[src/core/motor_startup_cfg.svh]
/*
 * Address, field positions and reset value of the start-up configuration
 * register. Definitions only; included by the register and its bench.
 */
`ifndef MOTOR_STARTUP_CFG_SVH
`define MOTOR_STARTUP_CFG_SVH

// ****************************************************************
// Register map
// ****************************************************************
`define MSC_ADDR_W 8
`define MSC_ADDR_STARTUP1 8'h82
`define MSC_RESET_STARTUP1 32'h0000_0000

// ****************************************************************
// Field positions
// ****************************************************************
`define MSC_PARITY_BIT 31
`define MSC_METHOD_HI 30
`define MSC_METHOD_LO 29
`define MSC_RAMP_HI 28
`define MSC_RAMP_LO 25
`define MSC_TIME_HI 24
`define MSC_TIME_LO 21
`define MSC_CURR_HI 20
`define MSC_CURR_LO 17
`define MSC_CURR_STEP_MV 11'h064

`endif

[src/core/motor_startup_pkg.sv]
/*
 * Types shared by the start-up configuration register and its users.
 * Assumes nothing of its surroundings.
 */
package motor_startup_pkg;

    typedef enum logic [1:0] {
        SINGLE_ALIGN = 2'h0,
        DOUBLE_ALIGN = 2'h1,
        INITIAL_POSITION_DETECTION = 2'h2,
        SLOW_FIRST_CYCLE = 2'h3
    } startup_method_e;

    typedef logic [3:0] code_t;

endpackage : motor_startup_pkg
[src/core/motor_startup_config_reg.sv]
/*
 * Start-up configuration register: one 32-bit read/write word with its
 * align fields decoded into physical units for the start-up sequencer.
 * Assumes a register port on clk_sys; requests are single-cycle strobes
 * from logic in the same clock domain.
 */
`timescale 1ns/1ps
`include "motor_startup_cfg.svh"

// Operation
// - 32-bit RW word at 0x82, reset zero, parity.
// - Bits 30-29 select start-up method.
// - Bits 28-25 set align voltage ramp rate.
// - Bits 20-17 set align current sense threshold.
module motor_startup_config_reg (
    input wire logic clk_sys,
    input wire logic nrst,
    input wire logic [`MSC_ADDR_W-1:0] regAddr,
    input wire logic regWrEn,
    input wire logic [31:0] regWrData,
    input wire logic regRdEn,
    output logic [31:0] regRdData,
    output logic regRdValid,
    output logic [31:0] cfgWord,
    output logic parityBit,
    output motor_startup_pkg::startup_method_e startupMethodSel,
    output logic [19:0] alignRampRateMvps,
    output logic [13:0] alignTimeMs,
    output logic [10:0] alignCurrentLimitMv,
    output logic alignCurrentValid
);

    // ****************************************************************
    // Code tables
    // ****************************************************************
    function automatic logic [19:0] rampMvps(
        input motor_startup_pkg::code_t code
    );
        case (code)
            4'h0: rampMvps = 20'h00064;
            4'h1: rampMvps = 20'h000C8;
            4'h2: rampMvps = 20'h001F4;
            4'h3: rampMvps = 20'h003E8;
            4'h4: rampMvps = 20'h009C4;
            4'h5: rampMvps = 20'h01388;
            4'h6: rampMvps = 20'h01D4C;
            4'h7: rampMvps = 20'h02710;
            4'h8: rampMvps = 20'h061A8;
            4'h9: rampMvps = 20'h0C350;
            4'hA: rampMvps = 20'h124F8;
            4'hB: rampMvps = 20'h186A0;
            4'hC: rampMvps = 20'h3D090;
            4'hD: rampMvps = 20'h7A120;
            4'hE: rampMvps = 20'hB71B0;
            default: rampMvps = 20'hF4240;
        endcase
    endfunction : rampMvps

    function automatic logic [13:0] timeMs(
        input motor_startup_pkg::code_t code
    );
        case (code)
            4'h0: timeMs = 14'h0005;
            4'h1: timeMs = 14'h000A;
            4'h2: timeMs = 14'h0019;
            4'h3: timeMs = 14'h0032;
            4'h4: timeMs = 14'h004B;
            4'h5: timeMs = 14'h0064;
            4'h6: timeMs = 14'h00C8;
            4'h7: timeMs = 14'h0190;
            4'h8: timeMs = 14'h0258;
            4'h9: timeMs = 14'h0320;
            4'hA: timeMs = 14'h03E8;
            4'hB: timeMs = 14'h07D0;
            4'hC: timeMs = 14'h0FA0;
            4'hD: timeMs = 14'h1770;
            4'hE: timeMs = 14'h1F40;
            default: timeMs = 14'h2710;
        endcase
    endfunction : timeMs

    // ****************************************************************
    // Register access
    // ****************************************************************
    logic hitAddr;
    assign hitAddr = (regAddr == `MSC_ADDR_STARTUP1);

    always_ff @(posedge clk_sys) begin
        if (!nrst) begin
            cfgWord <= `MSC_RESET_STARTUP1;
        end else if (regWrEn && hitAddr) begin
            cfgWord <= regWrData;
        end
    end

    // Unmapped addresses read as zero
    always_ff @(posedge clk_sys) begin
        if (!nrst) begin
            regRdData <= 32'h0000_0000;
            regRdValid <= 1'b0;
        end else begin
            regRdValid <= regRdEn;
            if (regRdEn && hitAddr) begin
                regRdData <= cfgWord;
            end else if (regRdEn) begin
                regRdData <= 32'h0000_0000;
            end
        end
    end

    // ****************************************************************
    // Field decode
    // ****************************************************************
    motor_startup_pkg::code_t rampCode;
    motor_startup_pkg::code_t timeCode;
    motor_startup_pkg::code_t currCode;
    assign rampCode = cfgWord[`MSC_RAMP_HI:`MSC_RAMP_LO];
    assign timeCode = cfgWord[`MSC_TIME_HI:`MSC_TIME_LO];
    assign currCode = cfgWord[`MSC_CURR_HI:`MSC_CURR_LO];

    // Registered so the sequencer sees one clean value per write
    always_ff @(posedge clk_sys) begin
        if (!nrst) begin
            parityBit <= 1'b0;
            startupMethodSel <= motor_startup_pkg::SINGLE_ALIGN;
        end else begin
            parityBit <= cfgWord[`MSC_PARITY_BIT];
            startupMethodSel <= motor_startup_pkg::startup_method_e'(
                cfgWord[`MSC_METHOD_HI:`MSC_METHOD_LO]);
        end
    end

    always_ff @(posedge clk_sys) begin
        if (!nrst) begin
            alignRampRateMvps <= 20'h00000;
            alignTimeMs <= 14'h0000;
        end else begin
            alignRampRateMvps <= rampMvps(rampCode);
            alignTimeMs <= timeMs(timeCode);
        end
    end

    // Code 0 has no meaning; amperes = sense voltage / amp gain downstream
    always_ff @(posedge clk_sys) begin
        if (!nrst) begin
            alignCurrentLimitMv <= 11'h000;
            alignCurrentValid <= 1'b0;
        end else begin
            alignCurrentLimitMv <= 11'(currCode * `MSC_CURR_STEP_MV);
            alignCurrentValid <= (currCode != 4'h0);
        end
    end
endmodule : motor_startup_config_reg

[config.mk]
export PLATFORM = sky130hd
export DESIGN_NAME = motor_startup_config_reg
export DESIGN_NICKNAME = d
export VERILOG_FILES = /design/src/core/motor_startup_pkg.sv /design/src/core/motor_startup_config_reg.sv
export VERILOG_INCLUDE_DIRS = /design/src /design/src/core
export SDC_FILE = /design/constraint.sdc
export NUM_CORES = 1
export LEC_CHECK = 0
export BUFFER_PORTS_ARGS = -buffer_cell sky130_fd_sc_hd__buf_4
export CAP_MARGIN = 0
export CORE_MARGIN = 2
export CORE_UTILIZATION = 40
export CTS_BUF_LIST = sky130_fd_sc_hd__clkbuf_2
export DETAILED_ROUTE_END_ITERATION = 7
export PLACE_DENSITY = 0.74
export SLEW_MARGIN = 10
export SYNTH_ARGS = -nofsm -noshare
export SYNTH_HDL_FRONTEND = slang
export SYNTH_SLANG_ARGS = --single-unit
[constraint.sdc]
create_clock -name clk_sys -period 3.8 [get_ports clk_sys]
set_input_delay 0.38 -clock clk_sys [delete_from_list [all_inputs] [get_ports clk_sys]]
set_output_delay 0.38 -clock clk_sys [all_outputs]
set_load 0.005 [all_outputs]
==> metrics.txt, run 1 <==
status=completed; I/O pin cnt=approximately 160; Die ar.=around 12000 sq um; fin area=5970 sq um; CTS root buffer=clkbuf_2; max_cap viols=0; PortBufs=153; most frequent cell after synthesis=dfxtp_1; total number of vias=3787; 1st-iter DRT viols=between 150 and 200; Ys Warns=0; height of the die=109 microns; RSZ-0062 raised after global routing=false; Area Growth Syn to Fin=34.3%; Tcrit/Tclk final=0.545; min Tclk post-route=2.07 ns; pwr/cell area=305 nW/um^2; Hold Path Class=in -> reg; largest cells by area after synthesis=dfxtp_1 50%, mux2i_1 7.9%, nand2_1 5.7%, ha_1 5.6%, a21oi_1 5.2%; Hold Slack=0.0483 ns; Detail Route Antenna Nets=0; Final #Nets=693; Critical Path Start Type=flop; Data required, critical path=4.28 ns; Final Skew=0.0239 ns; Clk Latency, worst-skew pair=0.55 ns; Hold Vio Cnt, Final=0; post-synthesis sequential area ratio=0.495; DRC violations left=0; clk slew on worst S/H paths=0.28 ns; Main synth FF type=dfxtp_1; kind of critical path=reg -> reg; Setup Buffers After CTS=0; final wirelength=10700 microns; Yosys reg bits=110; ANT cells=0; Avg WL per Cell=between 10 and 15 microns; cts hold-fix bufs=16; most common library cells after synthesis=110 x dfxtp_1, 67 x nand2_1, 46 x a21oi_1; Arr. time, crit path=2.55 ns; vias in the first global route=approximately 3500; largest net degree at the start of global routing=76; top-area cell type share of the netlist area=0.495; Cell Rows=38; max-slew violations=0; P_leak=about 0.0028 uW; asr flop ratio synth=0; routed vias/inst=4.90; GRT Util Overall=0.173; Worst setup EP type=flop; TritonRoute pass-1 iters=4; Yosys top cell by area=dfxtp_1; Unique masters post-synth=34; Die W=between 100 and 150 microns; layout cells sized above 1=0.284; initial antenna violation count=0; number of flops mapped to enable cells by yosys=0; Sink Count=110; setup ws final=about 1.7 ns; Max Buffers Root-to-Sink=2; Worst-Margin Slew=0.976 ns; Setup TNS=0 ns; total CTS buffers=9; register area=2200 sq um; Starting Density=0.410; cell count after synthesis=478; H-tree depth reported by CTS=3; multi-input logic area=~2000 sq um; Filler Cells Inserted=1018; first-pass GRT wire length=approximately 16000 microns; Gates resized, CTS repair=0; mapped cell area=4440 sq um; setup violators final=0; Max IR drop VDD=~180 uV; DP Wirelength=7430 microns; remaining global-route overflow=0; Placed Instance Area=5640 sq um; Avg Cell Area, Syn=approximately 9.3 sq um; Max Fanout on Critical Path=6; routability cong.=0.800; Core Footprint=10800 sq um; CTS tree=built; Place WS=1.58 ns; headroom to the max-slew limit=0.344; Fmax achieved=0.483 GHz
area by class of cell:
cell class | count | area share
timing repair buffer | 179 | 0.234
inverter | 19 | 0.0119
multi-input combinational | 309 | 0.336
sequential | 110 | 0.369
clock buffer | 10 | 0.00838
clock inverter | 6 | 0.0115
tap | 140 | 0.0293
worst paths after layout:
path	cells past startpoint	start	slack, ns	end
setup / recovery	7	cfgWord[18]	1.73	alignCurrentLimitMv[10]
hold / removal	3	regWrData[16]	0.05	cfgWord[16]
setup reg to reg	7	cfgWord[18]	1.73	alignCurrentLimitMv[10]
hold reg to reg	2	regRdData[4]	0.50	regRdData[4]
state kept, by name, indices dropped and copies added, names as in the netlist:
name and cells:
alignCurrentValid 1, cfgWord 32, alignCurrentLimitMv 9, parityBit 1, alignRampRateMvps 18, startupMethodSel 2, regRdValid 1, alignTimeMs 14
regRdData 32
report_power, final:
part / internal [uW] / switching [uW]
combinational: 62.1 / 55.5
sequential: 1160 / 1.85
clock: 160 / 378
worst max-delay path: stages (launching register included):
cell	delay [ns]
dfxtp_1	0.53
inv_1	0.08
ha_1	0.28
ha_1	0.24
fa_1	0.45
a21oi_1	0.22
xor2_1	0.16
nor2_1	0.05
kinds of logic (layout without fill, tap and decap cells):
group                    count (synthesis)  count (layout)  share of synthesized area
AND/OR/NAND/NOR                        182             182                      0.209
multiplexers                            38              38                     0.0940
other                                    1               4                   0.000844
AO/OA/AOI/OAI                           59              59                     0.0712
adder cells (fa/ha/maj)                 21              21                     0.0608
XOR/XNOR                                 5               5                    0.00986
flip-flops                             110             110                      0.495
buffers and inverters                   62             214                     0.0591
placed cells by master, fill, tap and decap left out, types with 2 or more instances in the layout:
cell / Yosys / layout
nor2_1: 25 / 25
o21ai_0: 5 / 5
dfxtp_1: 110 / 110
xor2_1: 3 / 3
nand4_1: 32 / 32
buf_4: 4 / 158
conb_1: 1 / 4
clkbuf_2: 0 / 10
nand2b_1: 35 / 35
nor3_1: 3 / 3
mux2i_1: 35 / 35
and3_1: 2 / 2
nand2_1: 67 / 67
ha_1: 20 / 20
nor2b_1: 4 / 4
inv_1: 19 / 19
a211oi_1: 4 / 4
a21oi_1: 46 / 46
and2_1: 8 / 8
mux4_2: 3 / 3
inv_6: 0 / 2
dlygate4sd3_1: 0 / 21
xnor2_1: 2 / 2
layer usage:
layer	up-vias	GRT usage	part of all wire	routed length, microns
met1	1761	0.222	0.45	4850
met5	-	0	0	0
met4	0	0.0633	0.015	156
met2	125	0.284	0.47	4980
li1	1887	-	-	-
met3	14	0.0385	0.066	705
metrics by stage:
| stage | total power [uW] | std cells | util |
|---|---|---|---|
| CTS | 1830 | 768 | 0.546 |
| floorplan | 1230 | 481 | - |
| detailed placement | 1280 | 736 | 0.520 |
| global placement | 1280 | 736 | 0.520 |
| finish | 1820 | 773 | 0.551 |
| global route | 1890 | 773 | 0.551 |
Note: power is estimated with default switching activity, not from simulation.
==> run 2: changes to the inputs <==
--- a/config.mk
+++ b/config.mk
@@ -6,6 +6,7 @@
 export SDC_FILE = /design/constraint.sdc
 export NUM_CORES = 1
 export LEC_CHECK = 0
+export ABC_AREA = 1
 export BUFFER_PORTS_ARGS = -buffer_cell sky130_fd_sc_hd__buf_4
 export CAP_MARGIN = 0
 export CORE_MARGIN = 2
==> constraint.sdc (replaced) <==
create_clock -name clk_sys -period 1.95 [get_ports clk_sys]
set_input_delay 0.195 -clock clk_sys [delete_from_list [all_inputs] [get_ports clk_sys]]
set_output_delay 0.195 -clock clk_sys [all_outputs]
set_load 0.005 [all_outputs]
==> run 2 against run 1 <==
Effect of this change: maximum frequency rose by 13%; cell count grew 15%; die area is 0.25% higher; synthesized cell count grew 18%; first-iteration DRC count grew 6.6%; global-route usage up 3.0 points; combinational power increased by 140%; critical path type unchanged; largest cell class unchanged.
==> metrics.txt, run 2 <==
Detail Route Antenna Nets=0; post-synthesis sequential area ratio=0.494; PortBufs=153; 1st-iter DRT viols=about 190; remaining global-route overflow=0; Clk Latency, worst-skew pair=0.57 ns; Main synth FF type=dfxtp_1; crit path from=cfgWord[17]; Yosys top cell by area=dfxtp_1; Int Power=2590 uW; sequential power share=0.653; TritonRoute pass-1 iters=4; Fmax achieved=0.547 GHz; Data required, critical path=2.47 ns; largest cells by area after synthesis=dfxtp_1 49%, a21oi_1 7.8%, nand2_1 7.8%, nand3_1 6.6%, inv_1 5.7%; routability cong.=0.864; most common library cells after synthesis=110 x dfxtp_1, 92 x nand2_1, 69 x a21oi_1; Max IR drop VDD=297 uV; number of flops mapped to enable cells by yosys=0; fin area=6220 sq um; register area=about 2200 sq um; Yosys reg bits=110; mapped cell area=4460 sq um; total number of vias=4337; met1 Use GR=0.252; max_cap viols=0; switch share=0.256; Die W=110 microns; multi-input logic area=about 1800 sq um; DRC violations left=0; Die ar.=12000 sq um; Setup TNS=0 ns; initial antenna violation count=0; Starting Density=0.411; pwr/cell area=560 nW/um^2; largest net degree at the start of global routing=65; Worst setup EP type=flop; combinational share of power=0.083; most frequent cell after synthesis=dfxtp_1; Sw Pwr=around 890 uW; P_leak=0.00299 uW; Synth Area in Simple Gates=0.225; hold path start=regAddr[4]; setup ws final=0.122 ns; commonest non-fill, non-tap cells in the layout=161 x buf_4, 110 x dfxtp_1, 92 x nand2_1; height of the die=110 microns; met2 Usage GRT=0.336; Hold Path Class=in -> reg; Post-Synth XOR/XNOR Area=0.00197; headroom to the max-slew limit=0.569; Sink Count=110; Avg Cell Area, Syn=7.91 sq um; cell count after synthesis=563; Setup Buffers After CTS=0; post-synthesis compound-gate area fraction=0.116; synthesized-area fraction occupied by adder cells=0.0607; top flop regs=cfgWord: 32 flops, regRdData: 32 flops, alignRampRateMvps: 18 flops; Worst-Margin Slew=approximately 0.65 ns; largest family of logic cells by synthesized area=simple AND/OR/NAND/NOR gates; CTS tree=built; most common cell after layout, fill and taps aside=buf_4; clk slew on worst S/H paths=between 0.2 and 0.3 ns; routed vias/inst=4.88; Placed Instance Area=5690 sq um; Critical Path Start Type=flop; total CTS buffers=9; status=completed; top-area cell type share of the netlist area=0.494; asr flop ratio synth=0; setup violators final=0; H-tree depth reported by CTS=3; Max Buffers Root-to-Sink=2; Filler Cells Inserted=974; Unique masters post-synth=31; Tcrit/Tclk final=0.937; Ys Warns=0; Gates resized, CTS repair=0; most used routing layer=met2; final wirelength=11900 microns; I/O pin cnt=158; Area Growth Syn to Fin=39.5%; vias in the first global route=4139; Arr. time, crit path=2.35 ns; kind of critical path=reg -> reg; DP Wirelength=8120 microns; GRT Util Overall=0.203; min Tclk post-route=1.83 ns; Hold Vio Cnt, Final=0; max-slew violations=0; Reg-to-Reg Start=cfgWord[17]; Final Skew=0.0174 ns; Max Fanout on Critical Path=2; Final #Nets=809; Cell Rows=38; Place WS=0.135 ns; layout cells sized above 1=0.258; clock network power share=0.264; Core Footprint=10800 sq um; CTS root buffer=clkbuf_2; first-pass GRT wire length=19300 microns; met3 usage=0.0445; post-synthesis mux area share=0; RSZ-0062 raised after global routing=false; Avg WL per Cell=13.4 microns; ANT cells=0
==> run 2: cell count changes after synthesis, sizes merged, moves of 4 or more <==
cell | previous run | this run
nand4 | 32 | 0
a21oi | 46 | 69
mux2i | 35 | 0
nand2b | 35 | 0
clkbuf | 23 | 12
nor2b | 4 | 0
nand3 | 2 | 69
and2 | 8 | 0
nor2 | 25 | 57
nand2 | 67 | 93
inv | 19 | 68
buf | 20 | 27
o21ai | 5 | 19
==> run 2: critical path: stages (launching register included) <==
cell,delay [ns]
dfxtp_1,0.40
inv_1,0.05
ha_1,0.30
ha_1,0.23
fa_1,0.42
a21o_1,0.21
o21ai_0,0.13
a21oi_1,0.05
==> run 2: path summary, 6_finish.rpt <==
kind	end	slack (ns)	depth (start not counted)
min reg2reg	regRdData[20]	0.49	2
max	alignCurrentLimitMv[10]	0.12	7
min	regRdData[22]	0.18	7
max reg2reg	alignCurrentLimitMv[10]	0.12	7
==> run 2: kinds of logic (layout without fill, tap and decap cells) <==
kind of cell	Yosys count	in the layout
buffers and inverters	107	290
adder cells (fa/ha/maj)	21	21
AO/OA/AOI/OAI	98	98
flip-flops	110	110
XOR/XNOR	1	1
AND/OR/NAND/NOR	225	225
other	1	4
==> run 2: cell type report <==
type | count | area share
clock buffer | 9 | 0.00725
clock inverter | 7 | 0.00785
sequential | 110 | 0.354
multi-input combinational | 349 | 0.291
timing repair buffer | 206 | 0.270
tap | 140 | 0.0282
inverter | 68 | 0.0411
==> run 2: metrics by stage <==
step	utilization	instances	power [uW]	hold WS [ns]
6_report	0.573	889	3480	0.184
2_1_floorplan	-	566	2420	0.414
3_3_place_gp	0.525	830	2520	0.457
3_5_place_dp	0.525	830	2530	0.461
5_1_grt	0.573	889	3630	0.173
4_1_cts	0.573	889	3520	0.134
==> run 2: power groups by stage <==
stage | Sequential [uW] | Combinational, uW | Clock, uW
4_1_cts | 2270 | 285 | 960
3_3_place_gp | 2310 | 215 | 0
6_report | 2270 | 289 | 920
5_1_grt | 2280 | 316 | 1040
3_5_place_dp | 2310 | 218 | 0
2_1_floorplan | 2310 | 114 | 0
==> run 2: layer usage <==
layer	share of wire	routed length [microns]
met3	0.073	867
met5	0	0
met4	0.021	252
met2	0.48	5700
met1	0.43	5120
==> run 2: repair_timing <==
action | CTS | global route
hold endpoints to repair | 51 | 0
endpoints found under the setup margin | 0 | 0
hold buffers | 43 | 0
